## src/hdl/dam_pkg.sv

```systemverilog
package dam_pkg;
    // ==========================================================
    // register offsets
    localparam logic [15:0] OFF_LINK_CTRL   = 16'h0120;
    localparam logic [15:0] OFF_LINK_STATE  = 16'h0134;
    localparam logic [15:0] OFF_GENERIC     = 16'h1001;
    localparam logic [15:0] OFF_ALARM_CLR   = 16'h2057;
    localparam logic [15:0] OFF_HISTORY     = 16'h3FFE;
    localparam logic [15:0] OFF_PROFILE     = 16'h603F;
    localparam logic [15:0] OFF_CONTROLWORD = 16'h6040;
    localparam int          CW_CLR_BIT      = 7;
    localparam int          LC_ACK_BIT      = 4;
    localparam logic [15:0] CLR_VALUE       = 16'h0001;
    // ==========================================================
    // drive fault indices
    localparam int NDRV   = 6;
    localparam int F_OC   = 0;
    localparam int F_AMPA = 1;
    localparam int F_AMPB = 2;
    localparam int F_OV   = 3;
    localparam int F_VEL  = 4;
    localparam int F_SAVE = 5;
    typedef logic [15:0] dam_w_t;
    typedef logic [7:0]  dam_b_t;
    localparam dam_w_t DRV_HIST [NDRV] = '{16'h00E0, 16'h00A0, 16'h00A1,
                                          16'h00C0, 16'h01A0, 16'h0240};
    localparam dam_b_t DRV_GEN  [NDRV] = '{8'h02, 8'h04, 8'h04, 8'h04, 8'h20, 8'h80};
    localparam dam_w_t DRV_PROF [NDRV] = '{16'h2211, 16'h3150, 16'h3151,
                                          16'h3211, 16'h8402, 16'h5530};
    localparam logic [3:0] DRV_FLASH [NDRV] = '{4'h1, 4'hC, 4'hC, 4'h2, 4'h5, 4'h8};
    localparam logic [NDRV-1:0] DRV_CLEARABLE = 6'h38;
    // ==========================================================
    // comm fault indices
    localparam int NCOM     = 6;
    localparam int C_WDTO   = 0;
    localparam int C_SYNCIO = 1;
    localparam int C_BADTR  = 2;
    localparam int C_UNKTR  = 3;
    localparam int C_WDCFG  = 4;
    localparam int C_BOOT   = 5;
    localparam dam_b_t COM_GEN = 8'h10;
    localparam dam_w_t COM_PROF [NCOM] = '{16'h821B, 16'h8733, 16'hA001,
                                          16'hA002, 16'h821F, 16'h8213};
    localparam dam_w_t COM_HIST [NCOM] = '{16'h001B, 16'h0033, 16'h0011,
                                          16'h0012, 16'h0000, 16'h0000};
    localparam logic [NCOM-1:0] COM_SAVED = 6'h0F;
    // led pattern kinds
    typedef enum {PAT_SINGLE, PAT_DOUBLE, PAT_BLINK, PAT_FLICKER} dam_pat_e;
    localparam dam_pat_e COM_PAT [NCOM] = '{PAT_DOUBLE, PAT_SINGLE, PAT_BLINK,
                                           PAT_BLINK, PAT_BLINK, PAT_FLICKER};
    // ==========================================================
    // timing
    localparam int CLK_MHZ     = 125;
    localparam int FLICKER_NS  = 50_000_000;
    localparam int BLINK_NS    = 200_000_000;
    localparam int FLASH_NS    = 200_000_000;
    localparam int PAUSE_NS    = 1_000_000_000;
    localparam int FLICKER_CYC = FLICKER_NS / 1000 * CLK_MHZ / 1000;
    localparam int BLINK_CYC   = BLINK_NS / 1000 * CLK_MHZ / 1000;
    localparam int FLASH_CYC   = FLASH_NS / 1000 * CLK_MHZ / 1000;
    localparam int PAUSE_CYC   = PAUSE_NS / 1000 * CLK_MHZ / 1000;
    // object write bus
    typedef struct packed {
        logic   wr;
        dam_w_t addr;
        dam_w_t data;
    } dam_wr_s;
endpackage

```

## src/hdl/dam_alarm_manager.sv

```systemverilog
`timescale 1ns/10ps
module dam_alarm_manager #(
    parameter int FLASH_CYC   = dam_pkg::FLASH_CYC,   // flash half period
    parameter int PAUSE_CYC   = dam_pkg::PAUSE_CYC,   // dark pause between groups
    parameter int BLINK_CYC   = dam_pkg::BLINK_CYC,   // blinking half period
    parameter int FLICKER_CYC = dam_pkg::FLICKER_CYC  // flickering half period
) (
    input  wire logic                        clk,
    input  wire logic                        rst,
    input  wire dam_pkg::dam_wr_s            objWr,         // object / register write
    input  wire logic [15:0]                 rdAddr,        // read address
    output logic [15:0]                      rdData,        // read data
    input  wire logic [dam_pkg::NDRV-1:0]    driveFault,    // drive fault causes, level
    input  wire logic [dam_pkg::NCOM-1:0]    commFault,     // comm fault events, pulse
    output logic                             motorEnable,   // motor drive allowed
    output logic                             powerAlarmLed, // red alarm led
    output logic                             commIndicatorLed, // red comm led
    output logic                             profileFault   // profile state in fault
);
    // ==========================================================
    // state
    logic [dam_pkg::NDRV-1:0] drvAct_ff;      // latched drive alarms
    logic [dam_pkg::NCOM-1:0] comAct_ff;      // latched comm alarms
    logic [15:0]              hist_ff;        // history alarm object
    logic [7:0]               gen_ff;         // generic error object
    logic [15:0]              prof_ff;        // profile error object
    logic                     cwBit_ff;       // previous controlword bit 7
    logic                     fault_ff;       // profile fault state
    logic [15:0]              linkCtrl_ff;    // link control register
    logic                     clrDrv;         // drive clear request
    logic                     ackCom;         // comm acknowledge
    logic                     cwRise;         // controlword bit 7 rising
    logic [dam_pkg::NDRV-1:0] drvSet;         // new drive alarms
    logic [dam_pkg::NCOM-1:0] comSet;         // new comm alarms

    // ==========================================================
    // clear requests
    assign cwRise = objWr.wr && objWr.addr == dam_pkg::OFF_CONTROLWORD
                    && objWr.data[dam_pkg::CW_CLR_BIT] && !cwBit_ff;
    assign clrDrv = (objWr.wr && objWr.addr == dam_pkg::OFF_ALARM_CLR
                     && objWr.data == dam_pkg::CLR_VALUE) || cwRise;
    assign ackCom = objWr.wr && objWr.addr == dam_pkg::OFF_LINK_CTRL
                    && objWr.data[dam_pkg::LC_ACK_BIT];
    assign drvSet = driveFault & ~drvAct_ff;
    assign comSet = commFault;

    // registered controlword bit 7
    always_ff @(posedge clk) begin
        if (rst) begin
            cwBit_ff <= 1'b0;
        end else if (objWr.wr && objWr.addr == dam_pkg::OFF_CONTROLWORD) begin
            cwBit_ff <= objWr.data[dam_pkg::CW_CLR_BIT];
        end
    end

    // link control register store
    always_ff @(posedge clk) begin
        if (rst) begin
            linkCtrl_ff <= 16'h0000;
        end else if (objWr.wr && objWr.addr == dam_pkg::OFF_LINK_CTRL) begin
            linkCtrl_ff <= objWr.data;
        end
    end

    // ==========================================================
    // alarm latches; set wins over clear, cleared only if cause gone
    always_ff @(posedge clk) begin
        if (rst) begin
            drvAct_ff <= '0;
        end else begin
            for (int i = 0; i < dam_pkg::NDRV; i++) begin
                if (driveFault[i]) begin
                    drvAct_ff[i] <= 1'b1;
                end else if (clrDrv && dam_pkg::DRV_CLEARABLE[i]) begin
                    drvAct_ff[i] <= 1'b0;
                end
            end
        end
    end

    // comm alarms, acknowledged by link control bit 4
    always_ff @(posedge clk) begin
        if (rst) begin
            comAct_ff <= '0;
        end else begin
            comAct_ff <= comSet | (ackCom ? '0 : comAct_ff);
        end
    end

    // ==========================================================
    // error objects; every new fault updates generic and profile, history only for drive faults and COM_SAVED comm faults
    always_ff @(posedge clk) begin
        if (rst) begin
            hist_ff <= 16'h0000;
            gen_ff  <= 8'h00;
            prof_ff <= 16'h0000;
        end else begin
            if (clrDrv && !(|driveFault) && !(|comAct_ff)) begin
                gen_ff  <= 8'h00;
                prof_ff <= 16'h0000;
            end
            for (int i = 0; i < dam_pkg::NDRV; i++) begin
                if (drvSet[i]) begin
                    hist_ff <= dam_pkg::DRV_HIST[i];
                    gen_ff  <= dam_pkg::DRV_GEN[i];
                    prof_ff <= dam_pkg::DRV_PROF[i];
                end
            end
            for (int j = 0; j < dam_pkg::NCOM; j++) begin
                if (comSet[j]) begin
                    gen_ff  <= dam_pkg::COM_GEN;
                    prof_ff <= dam_pkg::COM_PROF[j];
                    if (dam_pkg::COM_SAVED[j]) begin
                        hist_ff <= dam_pkg::COM_HIST[j];
                    end
                end
            end
        end
    end

    // profile fault state machine flag
    always_ff @(posedge clk) begin
        if (rst) begin
            fault_ff <= 1'b0;
        end else if (|drvSet || |comSet) begin
            fault_ff <= 1'b1;
        end else if (cwRise) begin
            fault_ff <= 1'b0;
        end
    end
    assign profileFault = fault_ff;
    assign motorEnable  = !(|drvAct_ff);

    // ==========================================================
    // read mux
    always_ff @(posedge clk) begin
        if (rst) begin
            rdData <= 16'h0000;
        end else begin
            case (rdAddr)
                dam_pkg::OFF_LINK_CTRL:  rdData <= linkCtrl_ff;
                dam_pkg::OFF_LINK_STATE: rdData <= {{(16-dam_pkg::NCOM){1'b0}},
                                                    comAct_ff};
                dam_pkg::OFF_GENERIC:    rdData <= {8'h00, gen_ff};
                dam_pkg::OFF_HISTORY:    rdData <= hist_ff;
                dam_pkg::OFF_PROFILE:    rdData <= prof_ff;
                default:                 rdData <= 16'h0000;
            endcase
        end
    end

    // ==========================================================
    // alarm led flash groups: first active fault picks the count
    typedef enum {FL_OFF, FL_ON, FL_GAP, FL_PAUSE} dam_fl_e;
    dam_fl_e     flSt_ff;          // flash state
    logic [31:0] flTmr_ff;         // flash timer
    logic [3:0]  flCnt_ff;         // flashes done
    logic [3:0]  flTarget;         // flashes wanted
    logic        aLed_ff;          // alarm led register

    always_comb begin
        flTarget = 4'h0;
        for (int i = dam_pkg::NDRV - 1; i >= 0; i--) begin
            if (drvAct_ff[i]) begin
                flTarget = dam_pkg::DRV_FLASH[i];
            end
        end
    end

    always_ff @(posedge clk) begin
        if (rst) begin
            flSt_ff  <= FL_OFF;
            flTmr_ff <= '0;
            flCnt_ff <= 4'h0;
            aLed_ff  <= 1'b0;
        end else begin
            case (flSt_ff)
                FL_OFF: begin
                    aLed_ff  <= 1'b0;
                    flCnt_ff <= 4'h0;
                    flTmr_ff <= '0;
                    if (flTarget != 4'h0) begin
                        flSt_ff <= FL_ON;
                        aLed_ff <= 1'b1;
                    end
                end
                FL_ON: begin
                    flTmr_ff <= flTmr_ff + 32'h1;
                    if (flTmr_ff >= 32'(FLASH_CYC - 1)) begin
                        flTmr_ff <= '0;
                        aLed_ff  <= 1'b0;
                        flCnt_ff <= flCnt_ff + 4'h1;
                        flSt_ff  <= (flCnt_ff + 4'h1 >= flTarget) ? FL_PAUSE : FL_GAP;
                    end
                end
                FL_GAP: begin
                    flTmr_ff <= flTmr_ff + 32'h1;
                    if (flTmr_ff >= 32'(FLASH_CYC - 1)) begin
                        flTmr_ff <= '0;
                        aLed_ff  <= 1'b1;
                        flSt_ff  <= FL_ON;
                    end
                end
                FL_PAUSE: begin
                    flTmr_ff <= flTmr_ff + 32'h1;
                    if (flTmr_ff >= 32'(PAUSE_CYC - 1)) begin
                        flSt_ff <= FL_OFF;
                    end
                end
                default: flSt_ff <= FL_OFF;
            endcase
        end
    end
    assign powerAlarmLed = aLed_ff;

    // ==========================================================
    // comm led: pattern of highest-priority active comm fault
    dam_pkg::dam_pat_e comPat;     // selected pattern
    logic [31:0]       cTmr_ff;    // comm timer
    logic [2:0]        cPh_ff;     // phase in a cycle of eight
    logic              cLed_ff;    // comm led register
    logic [31:0]       cHalf;      // step length

    always_comb begin
        comPat = dam_pkg::PAT_BLINK;
        for (int j = dam_pkg::NCOM - 1; j >= 0; j--) begin
            if (comAct_ff[j]) begin
                comPat = dam_pkg::COM_PAT[j];
            end
        end
        cHalf = (comPat == dam_pkg::PAT_FLICKER) ? 32'(FLICKER_CYC) : 32'(BLINK_CYC);
    end

    always_ff @(posedge clk) begin
        if (rst) begin
            cTmr_ff <= '0;
            cPh_ff  <= 3'h0;
            cLed_ff <= 1'b0;
        end else if (!(|comAct_ff)) begin
            cTmr_ff <= '0;
            cPh_ff  <= 3'h0;
            cLed_ff <= 1'b0;
        end else begin
            cTmr_ff <= cTmr_ff + 32'h1;
            if (cTmr_ff >= cHalf - 32'h1) begin
                cTmr_ff <= '0;
                cPh_ff  <= cPh_ff + 3'h1;
            end
            case (comPat)
                dam_pkg::PAT_SINGLE: cLed_ff <= (cPh_ff == 3'h0);
                dam_pkg::PAT_DOUBLE: cLed_ff <= (cPh_ff == 3'h0) || (cPh_ff == 3'h2);
                default:             cLed_ff <= cPh_ff[0];
            endcase
        end
    end
    assign commIndicatorLed = cLed_ff;
endmodule

```

## config.mk

```make
export PLATFORM = sky130hd
export DESIGN_NAME = dam_alarm_manager
export DESIGN_NICKNAME = d
export VERILOG_FILES = /design/src/hdl/dam_pkg.sv /design/src/hdl/dam_alarm_manager.sv
export SDC_FILE = /design/constraint.sdc
export NUM_CORES = 1
export LEC_CHECK = 0
export ABC_AREA = 1
export BUFFER_PORTS_ARGS = -buffer_cell sky130_fd_sc_hd__buf_4
export CAP_MARGIN = 20
export CORE_MARGIN = 10
export CORE_UTILIZATION = 25
export DETAILED_ROUTE_END_ITERATION = 10
export GPL_TIMING_DRIVEN = 0
export HOLD_SLACK_MARGIN = 0.03
export PLACE_DENSITY = 0.5
export SYNTH_ARGS = -nofsm -noshare
export SYNTH_HDL_FRONTEND = slang
export SYNTH_SLANG_ARGS = --single-unit
```

## constraint.sdc

```tcl
create_clock -name clk -period 2.6 [get_ports clk]
set_input_delay 0.26 -clock clk [delete_from_list [all_inputs] [get_ports clk]]
set_output_delay 0.26 -clock clk [all_outputs]
set_load 0.01 [all_outputs]
```

==> flow_summary.ini <==
[outcome]
run_status = complete, no violations

[yosys]
synth_area_leaders = dfxtp_1, nand2_1, nor2_1, a21oi_1, inv_1
syn_inst = 1136
synth_edf_count = 0
yosysWarningCount = 0
yosysUniqueCellTypes = 52
async_flop_share_pct = 0
netlist_top_cells_count = nand2_1, dfxtp_1, nor2_1
avgSynthCellArea_um2 = 7.00
synth_top_cell_by_area = dfxtp_1
synth-seq-cells = 148
ys_seq_area_share_pct = 37.3
synth_top_area_share_pct = 37.3
yosysMostFrequentCell = nand2_1
synth_ff_type = dfxtp_1
synth_area_um2 = 7950

[drt]
drc = 0
first_pass_iters = 5
vias = 7626
vias_per_cell = 4.57
wl_per_cell_um = 14.1
ant_nets = 0
drt_iter0_markers = 558
wirelength_mm = 23.5

[power]
ir_drop_mv = 0.405
p_leak_uw = 0.00409
power_density_nw_per_um2 = 596

[worst_setup_path]
cp_cell_sequence = inv_1, nand2_1, nor2_4, nand2_2, inv_1, ha_1, nand2_1, nand3b_1, nand3_1, nand2_1, nand2_1, nand2_1, nand2_1, nand2_1, nand2_2, nand3b_4, buf_6, nor2_2
required_ns = 2.97
crit_arrival_ns = 2.65
cp_slowest_stage_delay_ns = 0.31
cp_max_fo = 10
worstSetupEndpointType = register
crit_top_cell = nand2_1
path_class = reg2reg
critPathLaunchType = register
slowest_stage = dfxtp_1

[cells_and_area]
fin_nets = 1338
antenna_cells = 0
area_growth_pct = 21.8
drive_above_1_share_pct = 14.5

[floorplan]
fp-row-count = 65
fp.dieH_um = 198
die-area_um2 = 39400
core_um2 = 31500
start_util_pct = 25.3
dieWidth_um = 198
ioPinCount = 83

[cts]
cts.sinks = 148
cts_root_buffer = clkbuf_16
clockBufferDepth = 2
clkLatencyLatePin_ns = 0.43
cts_resized = 0
ctsHtreeMaxLevel = 4
post-cts-setup-buffer-count = 0
ctsHoldBuffers = 0
numCtsBuffers = 17
cts_tree = built
clk_pin_slew_ns = 0.06

[sta]
tightest_slew_ns = 0.692
timing.hold.ws_ns = 0.0552
period_share_pct = 87.6
setup-violations-final = 0
fin_skew_ns = 0.00955
fmax_mhz = 439
hold_viol = 0
fin_crit_ns = 2.28
grt_setup_unrepaired = false
slew_headroom_pct = 53.9
finalMaxSlewViolations = 0
setup_tns_ns = 0

[grt]
first_global_vias = 7276
grt_overflow = 0
antenna_found_initial = 0
grt_max_degree = 17
grt_usage_pct = 11.8
grt_pass1_wl_mm = 37.5

[job]
drv.max_cap_violation_count = 0

[place]
place_congestion = 0.848
port_buffers = 82
post-dp-hpwl_mm = 18.5

[worst_hold_path]
hold_class = in2reg
state kept, by name, summed over array words and instances (netlist names), 2 cells and up:
| register | count |
|---|---|
| drvAct_ff | 6 |
| flCnt_ff | 4 |
| comAct_ff | 6 |
| flSt_ff | 2 |
| rdData | 16 |
| linkCtrl_ff | 16 |
| cTmr_ff | 32 |
| gen_ff | 5 |
| flTmr_ff | 32 |
| prof_ff | 13 |
| cPh_ff | 3 |
| hist_ff | 9 |
logic make-up after synthesis:
family / after synthesis / share of synthesized area (%)
other cells: 1 / 0.0471
flops: 148 / 37.3
fa+ha+maj: 23 / 3.62
xor+xnor: 25 / 2.75
buf+inv: 158 / 8.13
simple gates: 617 / 37.0
compound gates: 164 / 11.2
critical path, delay by kind of cell (launching register included):
family                     cells  cell delay [ns]
adders and majority gates      1             0.26
buffers and inverters          3             0.46
DFF                            1             0.31
and+or+nand+nor               14             1.22
placed cells by master (no fill, tap or decap), types with 5 or more instances in the layout:
cell         n
ha_1        23
or2_2        6
a21oi_1    106
nand3b_1    10
nand3_1     77
nand2_2      7
a31oi_1      5
inv_1      125
nor3_2       5
nand4_1     45
xnor2_1      5
clkbuf_1    13
buf_6        5
conb_1      16
nor2_1     144
inv_6        7
dfxtp_1    148
nor4_1       6
nor3_1      38
nor2_2       8
clkbuf_16   17
nand2_1    244
xor2_1      20
buf_4       84
o21ai_0     34
inv_2        7
routing by layer:
layer	vias up	GRT usage [%]	share of wire, %
li1	3967	-	-
met3	23	2.52	5.8
met4	0	3.42	1.6
met2	162	19.6	46
met1	3474	15.1	47
met5	-	0	0
stage by stage:
step	total power [uW]	utilization (%)	setup WS (ns)	instances	cell area [um^2]
final	5780	30.8	0.322	1667	9690
after global routing	6050	30.8	0.0594	1667	9690
after CTS	5830	30.8	0.306	1667	9690
after detailed placement	3460	29.0	0.323	1635	9130
after global placement	3450	29.0	0.312	1635	9130
after floorplan	3070	-	0.614	1151	8010
where the power goes:
part | leakage [uW] | total, uW | internal [uW] | switching (uW)
logic | 0.00261 | 1000 | 320 | 683
registers | 0.00121 | 2400 | 2340 | 61.2
clock network | 0.000272 | 2370 | 1270 | 1110
total | 0.00409 | 5780 | 3930 | 1850
worst paths after layout:
path,from,endpoint,slack [ns],cells after the start
worst max-delay path,comAct_ff[2]$_SDFF_PP0_,cTmr_ff[15]$_SDFF_PP0_,0.32,18
worst min-delay path,commFault[1],hist_ff[3]$_SDFFE_PP0P_,0.06,2
worst max register to register,comAct_ff[2]$_SDFF_PP0_,cTmr_ff[15]$_SDFF_PP0_,0.32,18
worst min register to register,powerAlarmLed$_SDFFE_PP0P_,powerAlarmLed$_SDFFE_PP0P_,0.46,2
cell type report:
class	instances	area [um^2]
inverter	132	495
multi-input combinational	845	4400
timing repair buffer	82	616
sequential	148	2960
buffer	26	151
clock buffer	17	425
tap	402	503
clock inverter	15	136
fill	3419	21800
No activity file was read; power rests on OpenSTA's default activity.
